==> config.mk <==
export PLATFORM = sky130hd
export DESIGN_NAME = spsc_port
export DESIGN_NICKNAME = d
export VERILOG_FILES = /design/src/spsc_port_fix_note.sv /design/src/spsc_pkg.sv /design/src/spsc_srg.sv /design/src/spsc_port.sv
export SDC_FILE = /design/constraint.sdc
export NUM_CORES = 1
export LEC_CHECK = 0
export ABC_CLOCK_PERIOD_IN_PS = 3100
export BUFFER_PORTS_ARGS = -buffer_cell sky130_fd_sc_hd__buf_2
export CORE_MARGIN = 2
export CORE_UTILIZATION = 57
export DETAILED_ROUTE_END_ITERATION = 16
export PLACE_DENSITY = 0.8
export SYNTH_ARGS = -nofsm -noshare
export SYNTH_HDL_FRONTEND = slang
export SYNTH_SLANG_ARGS = --single-unit
==> constraint.sdc <==
create_clock -name mclk -period 3.1 [get_ports mclk]
set_input_delay 0 -clock mclk [delete_from_list [all_inputs] [get_ports mclk]]
set_output_delay 0 -clock mclk [all_outputs]
set_load 0.02 [all_outputs]
==> src/spsc_port_fix_note.sv <==
`default_nettype none
`default_nettype wire

==> src/spsc_pkg.sv <==
`default_nettype none
package spsc_pkg;

    // ****************************************
    // widths and counts
    // ****************************************
    localparam int         WORD_BITS  = 16;
    localparam int         DIV_W      = 8;
    localparam int         EDGE_W     = 6;
    localparam logic [5:0] EDGE_LAST  = 6'h1f;
    localparam logic [6:0] EDGE_TOTAL = 7'h20;
    localparam logic [7:0] MIN_PHASE  = 8'h01;

    // ****************************************
    // field positions and settings
    // ****************************************
    localparam int         CSTOP_EN_BIT    = 1;
    localparam int         CSTOP_DELAY_BIT = 0;
    localparam logic       SRC_CPU         = 1'b1;
    localparam logic [7:0] SLAVE_DIV       = 8'h01;
    localparam logic       DIR_OUT         = 1'b1;
    localparam logic       DIR_IN          = 1'b0;
    localparam int         SY_SCLK         = 0;
    localparam int         SY_FSX          = 1;
    localparam int         SY_FSR          = 2;
    localparam int         SY_DIN          = 3;

    // ****************************************
    // values after reset
    // ****************************************
    localparam logic       SCLK_RESET   = 1'b1;
    localparam logic       FS_PIN_RESET = 1'b1;
    localparam logic [1:0] RST_SYNC_CLR = 2'h0;

    // ****************************************
    // states
    // ****************************************
    typedef enum logic [1:0] {
        ST_IDLE  = 2'h0,
        ST_SHIFT = 2'h1,
        ST_TAIL  = 2'h3
    } spsc_state_t;

endpackage
`default_nettype wire

==> src/spsc_srg.sv <==
`timescale 1ns/100ps
`default_nettype none
module spsc_srg
    import spsc_pkg::*;
(
    // clock and reset
    input  wire logic             mclk,
    input  wire logic             rst_core_n,
    // control
    input  wire logic             run,
    input  wire logic             allow,
    input  wire logic             idle_level,
    input  wire logic [DIV_W-1:0] divider,
    // generated clock
    output var  logic             level,
    output var  logic             edge_pulse,
    output var  logic             expire
);

    typedef struct packed {
        logic             level;
        logic             edge_pulse;
        logic             expire;
        logic [DIV_W-1:0] cnt;
    } spsc_srg_t;

    spsc_srg_t q;
    spsc_srg_t next_q;

    // one unit of count is one mclk cycle, i.e. 2H
    function automatic logic [DIV_W-1:0] phase_len(input logic high, input logic [DIV_W-1:0] div);
        logic [DIV_W-1:0] len;
        len = (div >> 1) + {{(DIV_W-1){1'b0}}, (div[0] | high)}; // see R03
        if (div == '0) begin
            len = MIN_PHASE; // a zero divider cannot split one cycle, so it runs as two
        end
        return len;
    endfunction

    // ****************************************
    // phase counter
    // ****************************************
    always_comb begin
        next_q = q;
        next_q.edge_pulse = 1'b0;
        next_q.expire = 1'b0;
        if (!run) begin
            next_q.level = idle_level;
            next_q.cnt = phase_len(idle_level, divider);
        end else if (q.cnt <= MIN_PHASE) begin
            next_q.expire = 1'b1;
            if (allow) begin
                next_q.level = ~q.level;
                next_q.edge_pulse = 1'b1;
                next_q.cnt = phase_len(~q.level, divider);
            end else begin
                next_q.cnt = phase_len(q.level, divider);
            end
        end else begin
            next_q.cnt = q.cnt - MIN_PHASE;
        end
    end

    always_ff @(posedge mclk or negedge rst_core_n) begin
        if (!rst_core_n) begin
            q <= '{level: SCLK_RESET, edge_pulse: 1'b0, expire: 1'b0, cnt: MIN_PHASE};
        end else begin
            q <= next_q;
        end
    end

    assign level      = q.level;
    assign edge_pulse = q.edge_pulse;
    assign expire     = q.expire;

endmodule
`default_nettype wire

==> src/spsc_port.sv <==
// Summary of operation
// slave runs only with cpu clock source and divider one, half cpu rate.
// master clock period is (1 + divider) mclk cycles; divider zero gives a two-cycle period.
// high phase is half period, or divider/2 + 1 cycles for even divider.
// low phase is half period, or divider/2 cycles for even nonzero divider.
// master drives frame sync inverted as active-low slave enable when polarities set.
// slave inverts active-low enables on both frame sync pins before use.
// master: tx clock and tx sync are outputs, rx clock and rx sync inputs.
// slave: all four clock and sync directions are inputs.
// enable goes low before the first clock edge; transfer starts on that edge.
// delayed mode with polarity one samples data on the falling clock edge.
// delayed mode with polarity one launches data from the rising clock edge.
// data output released to high impedance after last bit, from the rising edge.
// clock polarity one means the serial clock idles high between transfers.
`timescale 1ns/100ps
`default_nettype none
module spsc_port
    import spsc_pkg::*;
(
    // clock and reset
    input  wire logic                 mclk,
    input  wire logic                 rst_n,
    // configuration
    input  wire logic                 port_enable,
    input  wire logic                 master_mode,
    input  wire logic [1:0]           clock_stop_mode_sel,
    input  wire logic                 tx_clock_polarity,
    input  wire logic                 tx_sync_polarity,
    input  wire logic                 rx_sync_polarity,
    input  wire logic                 srg_source_select,
    input  wire logic [DIV_W-1:0]     srg_divider,
    // configuration status
    output var  logic                 tx_clock_direction,
    output var  logic                 rx_clock_direction,
    output var  logic                 tx_sync_direction,
    output var  logic                 rx_sync_direction,
    output var  logic                 srg_config_ok,
    output var  logic                 sample_rate_clock,
    // serial pins
    input  wire logic                 spi_serial_clock_in,
    output var  logic                 spi_serial_clock_out,
    output var  logic                 spi_serial_clock_oe,
    input  wire logic                 tx_frame_sync_pin_in,
    output var  logic                 tx_frame_sync_pin_out,
    output var  logic                 tx_frame_sync_pin_oe,
    input  wire logic                 rx_frame_sync_pin,
    input  wire logic                 serial_data_in,
    output var  logic                 serial_data_out,
    output var  logic                 serial_data_oe,
    // user data
    input  wire logic [WORD_BITS-1:0] tx_data,
    input  wire logic                 tx_valid,
    output var  logic                 tx_taken,
    output var  logic [WORD_BITS-1:0] rx_data,
    output var  logic                 rx_valid
);

    // ****************************************
    // state
    // ****************************************
    typedef struct packed {
        spsc_state_t          state;
        logic [3:0]           s1;
        logic [3:0]           s2;
        logic                 sclk_prev;
        logic [EDGE_W-1:0]    edge_cnt;
        logic [WORD_BITS-1:0] txsh;
        logic [WORD_BITS-1:0] rxsh;
        logic [WORD_BITS-1:0] rx_data;
        logic                 rx_valid;
        logic                 tx_taken;
        logic                 dout;
        logic                 doe;
        logic                 fs_out;
        logic                 pin_oe;
        logic                 tx_dir;
        logic                 rx_dir;
        logic                 cfg_ok;
    } spsc_port_t;

    spsc_port_t q;
    spsc_port_t next_q;

    logic [1:0] rst_sync;
    logic       rst_core_n;
    logic       srg_level;
    logic       srg_edge;
    logic       srg_expire;
    logic       srg_run;
    logic       srg_allow;
    logic       enabled;
    logic       sample_first;
    logic       sel_tx;
    logic       sel_rx;
    logic       ev_edge;
    logic       is_sample;
    logic       last_edge;

    // ****************************************
    // reset release
    // ****************************************
    always_ff @(posedge mclk or negedge rst_n) begin
        if (!rst_n) begin
            rst_sync <= RST_SYNC_CLR;
        end else begin
            rst_sync <= {rst_sync[0], 1'b1};
        end
    end

    assign rst_core_n = rst_sync[1];

    // ****************************************
    // clock generator
    // ****************************************
    // in slave mode the generator free-runs as the sample rate clock; bit edges come from the pin clock
    assign srg_run   = master_mode ? (q.state != ST_IDLE) : 1'b1;
    // count the edge still in flight so a one-cycle phase cannot overshoot
    assign srg_allow = master_mode ?
                       (({1'b0, q.edge_cnt} + {{EDGE_W{1'b0}}, srg_edge}) < EDGE_TOTAL) : 1'b1;

    spsc_srg u_srg (
        .mclk       (mclk),
        .rst_core_n (rst_core_n),
        .run        (srg_run),
        .allow      (srg_allow),
        .idle_level (tx_clock_polarity),
        .divider    (srg_divider),
        .level      (srg_level),
        .edge_pulse (srg_edge),
        .expire     (srg_expire)
    );

    // ****************************************
    // decode
    // ****************************************
    assign enabled      = port_enable & clock_stop_mode_sel[CSTOP_EN_BIT];
    assign sample_first = clock_stop_mode_sel[CSTOP_DELAY_BIT];
    assign sel_tx       = q.s2[SY_FSX] ^ tx_sync_polarity;
    assign sel_rx       = q.s2[SY_FSR] ^ rx_sync_polarity;
    assign ev_edge      = master_mode ? srg_edge : (q.s2[SY_SCLK] != q.sclk_prev);
    // even edges leave the idle level; with idle high that is the falling edge
    assign is_sample    = (~q.edge_cnt[0]) == sample_first;
    assign last_edge    = q.edge_cnt == EDGE_LAST;

    // ****************************************
    // transfer control
    // ****************************************
    always_comb begin
        next_q = q;
        next_q.rx_valid = 1'b0;
        next_q.tx_taken = 1'b0;
        next_q.s1 = {serial_data_in, rx_frame_sync_pin, tx_frame_sync_pin_in, spi_serial_clock_in};
        next_q.s2 = q.s1;
        next_q.sclk_prev = q.s2[SY_SCLK];
        next_q.cfg_ok = (srg_source_select == SRC_CPU) && (srg_divider == SLAVE_DIV);
        next_q.tx_dir = master_mode ? DIR_OUT : DIR_IN; // see R07
        next_q.rx_dir = DIR_IN; // see R07
        next_q.pin_oe = master_mode & enabled;
        if (!enabled || (!master_mode && !q.cfg_ok)) begin
            next_q.state = ST_IDLE;
            next_q.doe = 1'b0;
            next_q.fs_out = tx_sync_polarity;
        end else begin
            case (q.state)
                ST_IDLE: begin
                    next_q.edge_cnt = '0;
                    next_q.fs_out = tx_sync_polarity;
                    if (master_mode ? tx_valid : sel_tx) begin
                        next_q.state = ST_SHIFT;
                        // frame goes active one idle phase before the first edge
                        next_q.fs_out = ~tx_sync_polarity; // see R05
                        next_q.doe = 1'b1;
                        next_q.tx_taken = tx_valid;
                        next_q.txsh = tx_valid ? tx_data : '0;
                        next_q.dout = 1'b0;
                        if (sample_first) begin
                            next_q.dout = next_q.txsh[WORD_BITS-1];
                            next_q.txsh = {next_q.txsh[WORD_BITS-2:0], 1'b0};
                        end
                    end
                end
                ST_SHIFT: begin
                    if (ev_edge) begin
                        next_q.edge_cnt = q.edge_cnt + 1'b1;
                        if (is_sample) begin
                            if (master_mode || sel_rx) begin
                                next_q.rxsh = {q.rxsh[WORD_BITS-2:0], q.s2[SY_DIN]};
                            end
                        end else if (!last_edge) begin
                            next_q.dout = q.txsh[WORD_BITS-1];
                            next_q.txsh = {q.txsh[WORD_BITS-2:0], 1'b0};
                        end
                        if (last_edge) begin
                            next_q.doe = 1'b0;
                            next_q.rx_data = next_q.rxsh;
                            next_q.rx_valid = 1'b1;
                            next_q.state = ST_TAIL;
                        end
                    end
                end
                ST_TAIL: begin
                    // master holds the enable for one idle phase after the last edge
                    if (master_mode && srg_expire) begin
                        next_q.fs_out = tx_sync_polarity;
                        next_q.state = ST_IDLE;
                    end
                end
                default: begin
                    next_q.state = ST_IDLE;
                end
            endcase
            // a slave deselected early aborts and frees the data line at once
            if (!master_mode && !sel_tx && q.state != ST_IDLE) begin
                next_q.state = ST_IDLE;
                next_q.doe = 1'b0;
            end
        end
    end

    always_ff @(posedge mclk or negedge rst_core_n) begin
        if (!rst_core_n) begin
            // sync stages start at idle-high pin levels, so no false edge or select after reset
            q <= '{state: ST_IDLE, fs_out: FS_PIN_RESET, sclk_prev: SCLK_RESET,
                   s1: {1'b0, FS_PIN_RESET, FS_PIN_RESET, SCLK_RESET},
                   s2: {1'b0, FS_PIN_RESET, FS_PIN_RESET, SCLK_RESET}, default: '0};
        end else begin
            q <= next_q;
        end
    end

    // ****************************************
    // outputs
    // ****************************************
    assign tx_clock_direction    = q.tx_dir;
    assign tx_sync_direction     = q.tx_dir;
    assign rx_clock_direction    = q.rx_dir;
    assign rx_sync_direction     = q.rx_dir;
    assign srg_config_ok         = q.cfg_ok;
    assign sample_rate_clock     = srg_level;
    assign spi_serial_clock_out  = srg_level;
    assign spi_serial_clock_oe   = q.pin_oe;
    assign tx_frame_sync_pin_out = q.fs_out;
    assign tx_frame_sync_pin_oe  = q.pin_oe;
    assign serial_data_out       = q.dout;
    assign serial_data_oe        = q.doe;
    assign tx_taken              = q.tx_taken;
    assign rx_data               = q.rx_data;
    assign rx_valid              = q.rx_valid;

endmodule
`default_nettype wire

=== Word-level counts from Yosys, hierarchy flattened ===
Cells that the tools add are included.

* Output and inout bits: 30
* Word-level logic and storage cells: 128
* Bits in registers: 86
* Input bits: 39

* Bitwise operators: 11
* Reduce and logical (&&, ||, !) cells: 25
* Eq/ne operators: 17
* $lt $le $gt $ge: 2
* Add/sub/neg operators: 6
* Muxes and demuxes: 46

{| class="wikitable"
|+ Operator list
! operator !! number
|-
| 2-to-1 mux 16 bit || 7
|-
| 2-to-1 mux 55 bit || 1
|-
| 2-to-1 mux 8 bit || 6
|-
| one-hot mux 22 bit (2 select lines) || 1
|-
| adder 7 x 1 -> 8 bit || 3
|-
| 2-to-1 mux 2 bit || 10
|-
| 2-to-1 mux 17 bit || 1
|-
| inequality test 4 bit, second input constant || 4
|-
| 2-to-1 mux 1 bit || 14
|-
| inequality test 2 bit, second input constant || 6
|-
| AND reduction 4 bit || 3
|-
| equality test 8 x 1 -> 1 bit, second input constant || 1
|-
| <= comparator 8 x 1 -> 1 bit, second input constant || 1
|-
| zero test 8 bit || 1
|-
| subtractor 8 x 1 -> 8 bit, second input constant || 1
|-
| adder 6 x 1 -> 7 bit || 1
|-
| less-than comparator 7 x 6 -> 1 bit, second input constant || 1
|-
| adder 6 x 1 -> 6 bit, second input constant || 1
|-
| equality test 6 x 5 -> 1 bit, second input constant || 1
|-
| 2-to-1 mux 3 bit || 2
|-
| one-hot mux 2 bit (3 select lines) || 1
|-
| AND reduction 3 bit || 2
|-
| AND reduction 6 bit || 1
|-
| logical AND 1 bit || 5
|-
| other kinds (19) || 32
|}

=== Longest topological paths before layout ===
* Depth in word-level cells: 8
* Gate-level depth with buffers: 9
* Gate-level depth less buffers: 8

=== Cells and area by module ===
A second synthesis with hierarchy kept.

* Cell total of the unflattened synthesis: 436
* Area, all modules: 4,654.5 µm²

{| class="wikitable"
|+ Modules (own cells, without submodules)
! module !! sequential area each (µm²) !! cells an instance !! instances !! area each (µm²)
|-
| spsc_port || 1,886.8 || 325 || 1 || 3,669.8
|-
| spsc_srg || 277.8 || 111 || 1 || 984.7
|}

=== Worst setup path after synthesis ===
Ideal clock, no wire load.

* Path type: reg2reg
* Start point: register q, in the netlist next_q[63]
* End point: register q[30] (netlist name)
* Period minus slack after synthesis: 2.129 ns
* Arrival time: 2.005 ns
* Required time: 2.975 ns
* Cell stages (with the launch flop): 8
* Setup time: 0.125 ns
* Setup slack: 0.971 ns
* Buffers on the path: 2
* Path through: dfstp_2 -> xnor2_1 -> a211oi_1 -> buf_2 -> nand2_1 -> nor2_2 -> buf_4 -> mux2_2

* Cells in the longest elaborated chain, start to end: 3

{| class="wikitable"
|+ Ends and longest elaborated chain
! element !! line !! text
|-
| from (decl) || spsc_port.sv:81 || <nowiki>spsc_port_t q;</nowiki>
|-
| from (signal assigned) || spsc_port.sv:223 || <nowiki>q <= '{state: ST_IDLE, fs_out: FS_PIN_RESET, sclk_prev: SCLK_RESET,</nowiki>
|-
| from (signal assigned) || spsc_port.sv:227 || <nowiki>q <= next_q;</nowiki>
|-
| inequality test 1 bit || spsc_port.sv:140 || <nowiki>assign ev_edge = master_mode ? srg_edge : (q.s2[SY_SCLK] != q.sclk_prev);</nowiki>
|-
| 2-to-1 mux 1 bit || spsc_port.sv:140 ||
|-
| AND reduction 3 bit (no line) || - ||
|}

Every way passes these cells.
A chain may end at the register's enable or synchronous reset.

=== Worst setup path after layout ===
* Start point: register q[57] (netlist name)
* End point: register q[42] (netlist name)

* Cells in the longest elaborated chain, start to end: 4
* Elaborated cells on any way between the ends: 6
* Those cells by class: eq/ne (4); bitwise (1); reduce/logical (1)

{| class="wikitable"
|+ Ends and longest elaborated chain
! element
|-
| branches (longest 3 deep; another with equality test 6 x 5 -> 1 bit)
|-
| AND reduction 6 bit (no line) *
|}

Every way passes the cells marked *.

==> flow_summary_export.csv <==
group,metric,value,unit
run_status,status,"completed",
synthesis,ys.flop_type,"dfrtp_1",
drt,drc,0,
timing,fin_crit_sh,0.765,
timing,rsz0062_at_grt,"false",
power,power.switching,0.717,mW
finish,drive_gt1_frac,0.280,
placed_design,placed_cell_area,4890,um2
synthesis,synth_edf_count,0,
cts,path_clk_slew,0.08,ns
finish,layout_common_cells,"dfrtp_1, buf_2, nand2_1",
power,p_int,1.80,mW
setup_path,r2r_cells,6,
setup_path,worstPathMaxFanout,17,
placed_design,gp_congestion,0.861,
floorplan,core-area,8090,um2
synthesis,netlist_area,4670,um2
cts,numCtsBuffers,9,
placed_design,dp_hpwl,6050,um
cts,clock_path_buffers,2,
timing,hold_viol_final,0,
cts,cts_tree,"built",
power,pwr-share-comb,0.168,
setup_path,crit_end,"q[42]",
synthesis,synthArstFlopShare,1.00,
finish,final_common_cell,"dfrtp_1",
finish,antennaDiodeCount,0,
setup_path,timing.critical_path.slowest_stage_cell,"nand2_1",
setup_path,cp_slowest_stage_delay,0.54,ns
setup_path,crit_family,"simple AND/OR/NAND/NOR gates",
synthesis,yosys_warnings,0,
finish,fillCellCount,670,
finish,post-route-util,0.650,
timing,fmax,421,MHz
synthesis,synth.avg_cell_area,10.6,um2
placed_design,io_buffers,66,
power,powerDensity,479,nW/um2
global_route,grt_usage,0.206,
setup_path,arrival,2.61,ns
power,ir_worst_vdd,231,uV
setup_path,r2r-start,"q[57]",
finish,finalNetCount,546,
drt,drtIter0Drc,177,
timing,worst_slew_pin_slew,1.04,ns
floorplan,num_rows,33,
finish,area_delta_synth_final,12.5,%
global_route,antenna_found_initial,0,
power,p_leak,2.51,nW
timing,maxSlewHeadroom,0.309,
power,pwr-share-seq,0.517,
min_path,hold_class,"input pin to register",
floorplan,ios,69,
floorplan,die_h,94.5,um
cts,clockRootBuffer,"clkbuf_8",
floorplan,start_util,0.577,
timing,report.final.slew_viol_count,0,
synthesis,synth_area_leaders,"dfrtp_1, mux2i_1, mux2_2",
setup_path,cp_cell_sequence,"ha_1 > nand3_1 > nor3b_1 > o32ai_1 > nand2_1 > mux2_2",
cts,cts_setup_buffers,0,
timing,setup_viol,0,
floorplan,die_area,8940,um2
floorplan,die_x,94.5,um
setup_path,worst-r2r-setup-slack,0.73,ns
cts,clk_latency,0.36,ns
setup_path,crit_type,"register to register",
synthesis,yosys_register_bits,86,
global_route,grt_pass1_wl,14500,um
timing,skew,0.0114,ns
setup_path,critical_path.endpoint_type,"register",
drt,wl_per_cell,14.0,um
cts,cts_max_level,3,
drt,detail-route-antenna-nets,0,
drt,vias,3308,
finish,postLayoutCellArea,5260,um2
timing,min_period,2.37,ns
global_route,grt_overflow,0,
synthesis,synth_top_area_share,0.407,
setup_path,cp_data_required_time,3.34,ns
synthesis,seq_area_frac_synth,0.463,
setup_path,worst-path-stages,6,
power,p_clk_frac,0.314,
drt,drt-total-wl,8540,um
power,p_sw_frac,0.285,
synthesis,synthCells,441,
synthesis,yosysUniqueCellTypes,55,
drt,vias_per_cell,5.44,
timing,tns,0,ns
global_route,grt_pass1_vias,3257,
drt,dr.pass1.iters,4,
min_path,min_path_cells,3,
setup_path,critPathLaunchType,"register",
setup_path,critPathLaunch,"q[57]",
flow_run,maxCapViolCount,0,
cts,clock-sinks,86,
setup_path,r2r_end,"q[42]",
global_route,grt_start_max_net_pins,85,
setup_path,crit_buf_inv,0,
synthesis,synth_area_leader_cell,"dfrtp_1",
## cell families (layout without fill, tap and decap cells)
| group | after synthesis | count (layout) | share of synthesized area |
|---|---|---|---|
| multiplexers | 74 | 74 | 0.167 |
| flip-flops | 86 | 86 | 0.463 |
| adder cells (fa/ha/maj) | 9 | 9 | 0.0241 |
| buffers and inverters | 52 | 113 | 0.0710 |
| AND/OR/NAND/NOR | 114 | 114 | 0.122 |
| other | 2 | 3 | 0.00161 |
| XOR/XNOR | 17 | 17 | 0.0319 |
| AO/OA/AOI/OAI | 87 | 87 | 0.119 |
## sequential cells by signal (all words and copies together), names as in the netlist, 2 cells and up
signal and count:
next_q 5, q 44, rx_data 16, u_srg.q 8
rst_sync 2
## power by group through the flow
stage,Clock (mW),Sequential (mW),Combinational (mW)
after floorplan,0,1.31,0.312
after global placement,0,1.32,0.390
after detailed placement,0,1.33,0.407
after CTS,0.803,1.30,0.425
after global routing,0.861,1.32,0.472
final,0.792,1.30,0.423
## how the worst min path moves through the flow
stage                        start           to
global placement             rst_n  rst_sync[0]
CTS                 srg_divider[6]   u_srg.q[7]
global route        srg_divider[5]   u_srg.q[4]
finish              srg_divider[6]   u_srg.q[7]
floorplan                    rst_n  rst_sync[0]
detailed placement           rst_n  rst_sync[0]
## Yosys cell counts (all sizes together), types with 5 or more instances
library cell  instances
mux2i                41
mux2                 33
nand3                11
ha                    9
nand2                53
nor2                 13
dfstp                10
xor2                  8
o31ai                 7
dfrtp                76
buf                  36
inv                   8
nor3                  5
a21oi                 5
a211oi                5
xnor2                 9
clkbuf                7
o21ai                44
## stage by stage
stage | hold WS (ns) | std cells | power [mW] | worst slack (ns)
after floorplan | -0.296 | 442 | 1.62 | 0.545
after global placement | -0.213 | 575 | 1.71 | 0.890
after detailed placement | -0.212 | 575 | 1.73 | 0.758
after CTS | 0.0108 | 608 | 2.53 | 0.748
after global routing | 0.0397 | 608 | 2.66 | 0.537
final | 0.0132 | 608 | 2.52 | 0.727
## area by class of cell
| class | instances | area, um2 | share of cell area |
|---|---|---|---|
| multi-input cells | 304 | 2190 | 0.416 |
| flip-flops and latches | 86 | 2170 | 0.412 |
| repair buffers | 88 | 538 | 0.102 |
| well taps | 105 | 131 | 0.0250 |
| clock buffers | 10 | 128 | 0.0243 |
| clock inverters | 6 | 68.8 | 0.0131 |
| inverters | 9 | 38.8 | 0.00738 |
## metal layers
metal  global-route usage  vias up  routed length (um)
li1                     -     1654                   -
met1                0.259     1590                3800
met2                0.361       56                4340
met3               0.0479        8                 313
met4               0.0495        0                  91
met5                    0        -                   0
## tightest hold or removal path, cell delays in order
cell and delay [ns]:
buf_2 0.14, nand3_1 0.09, o21ai_0 0.08
## repair_timing
| action | 4_1_cts | 5_1_grt |
|---|---|---|
| setup endpoints to repair | 0 | 0 |
| hold endpoints to repair | 14 | 0 |
| hold buffers | 17 | 0 |
| gates resized for setup | 0 | 0 |
(Power assumes the default switching activity.)
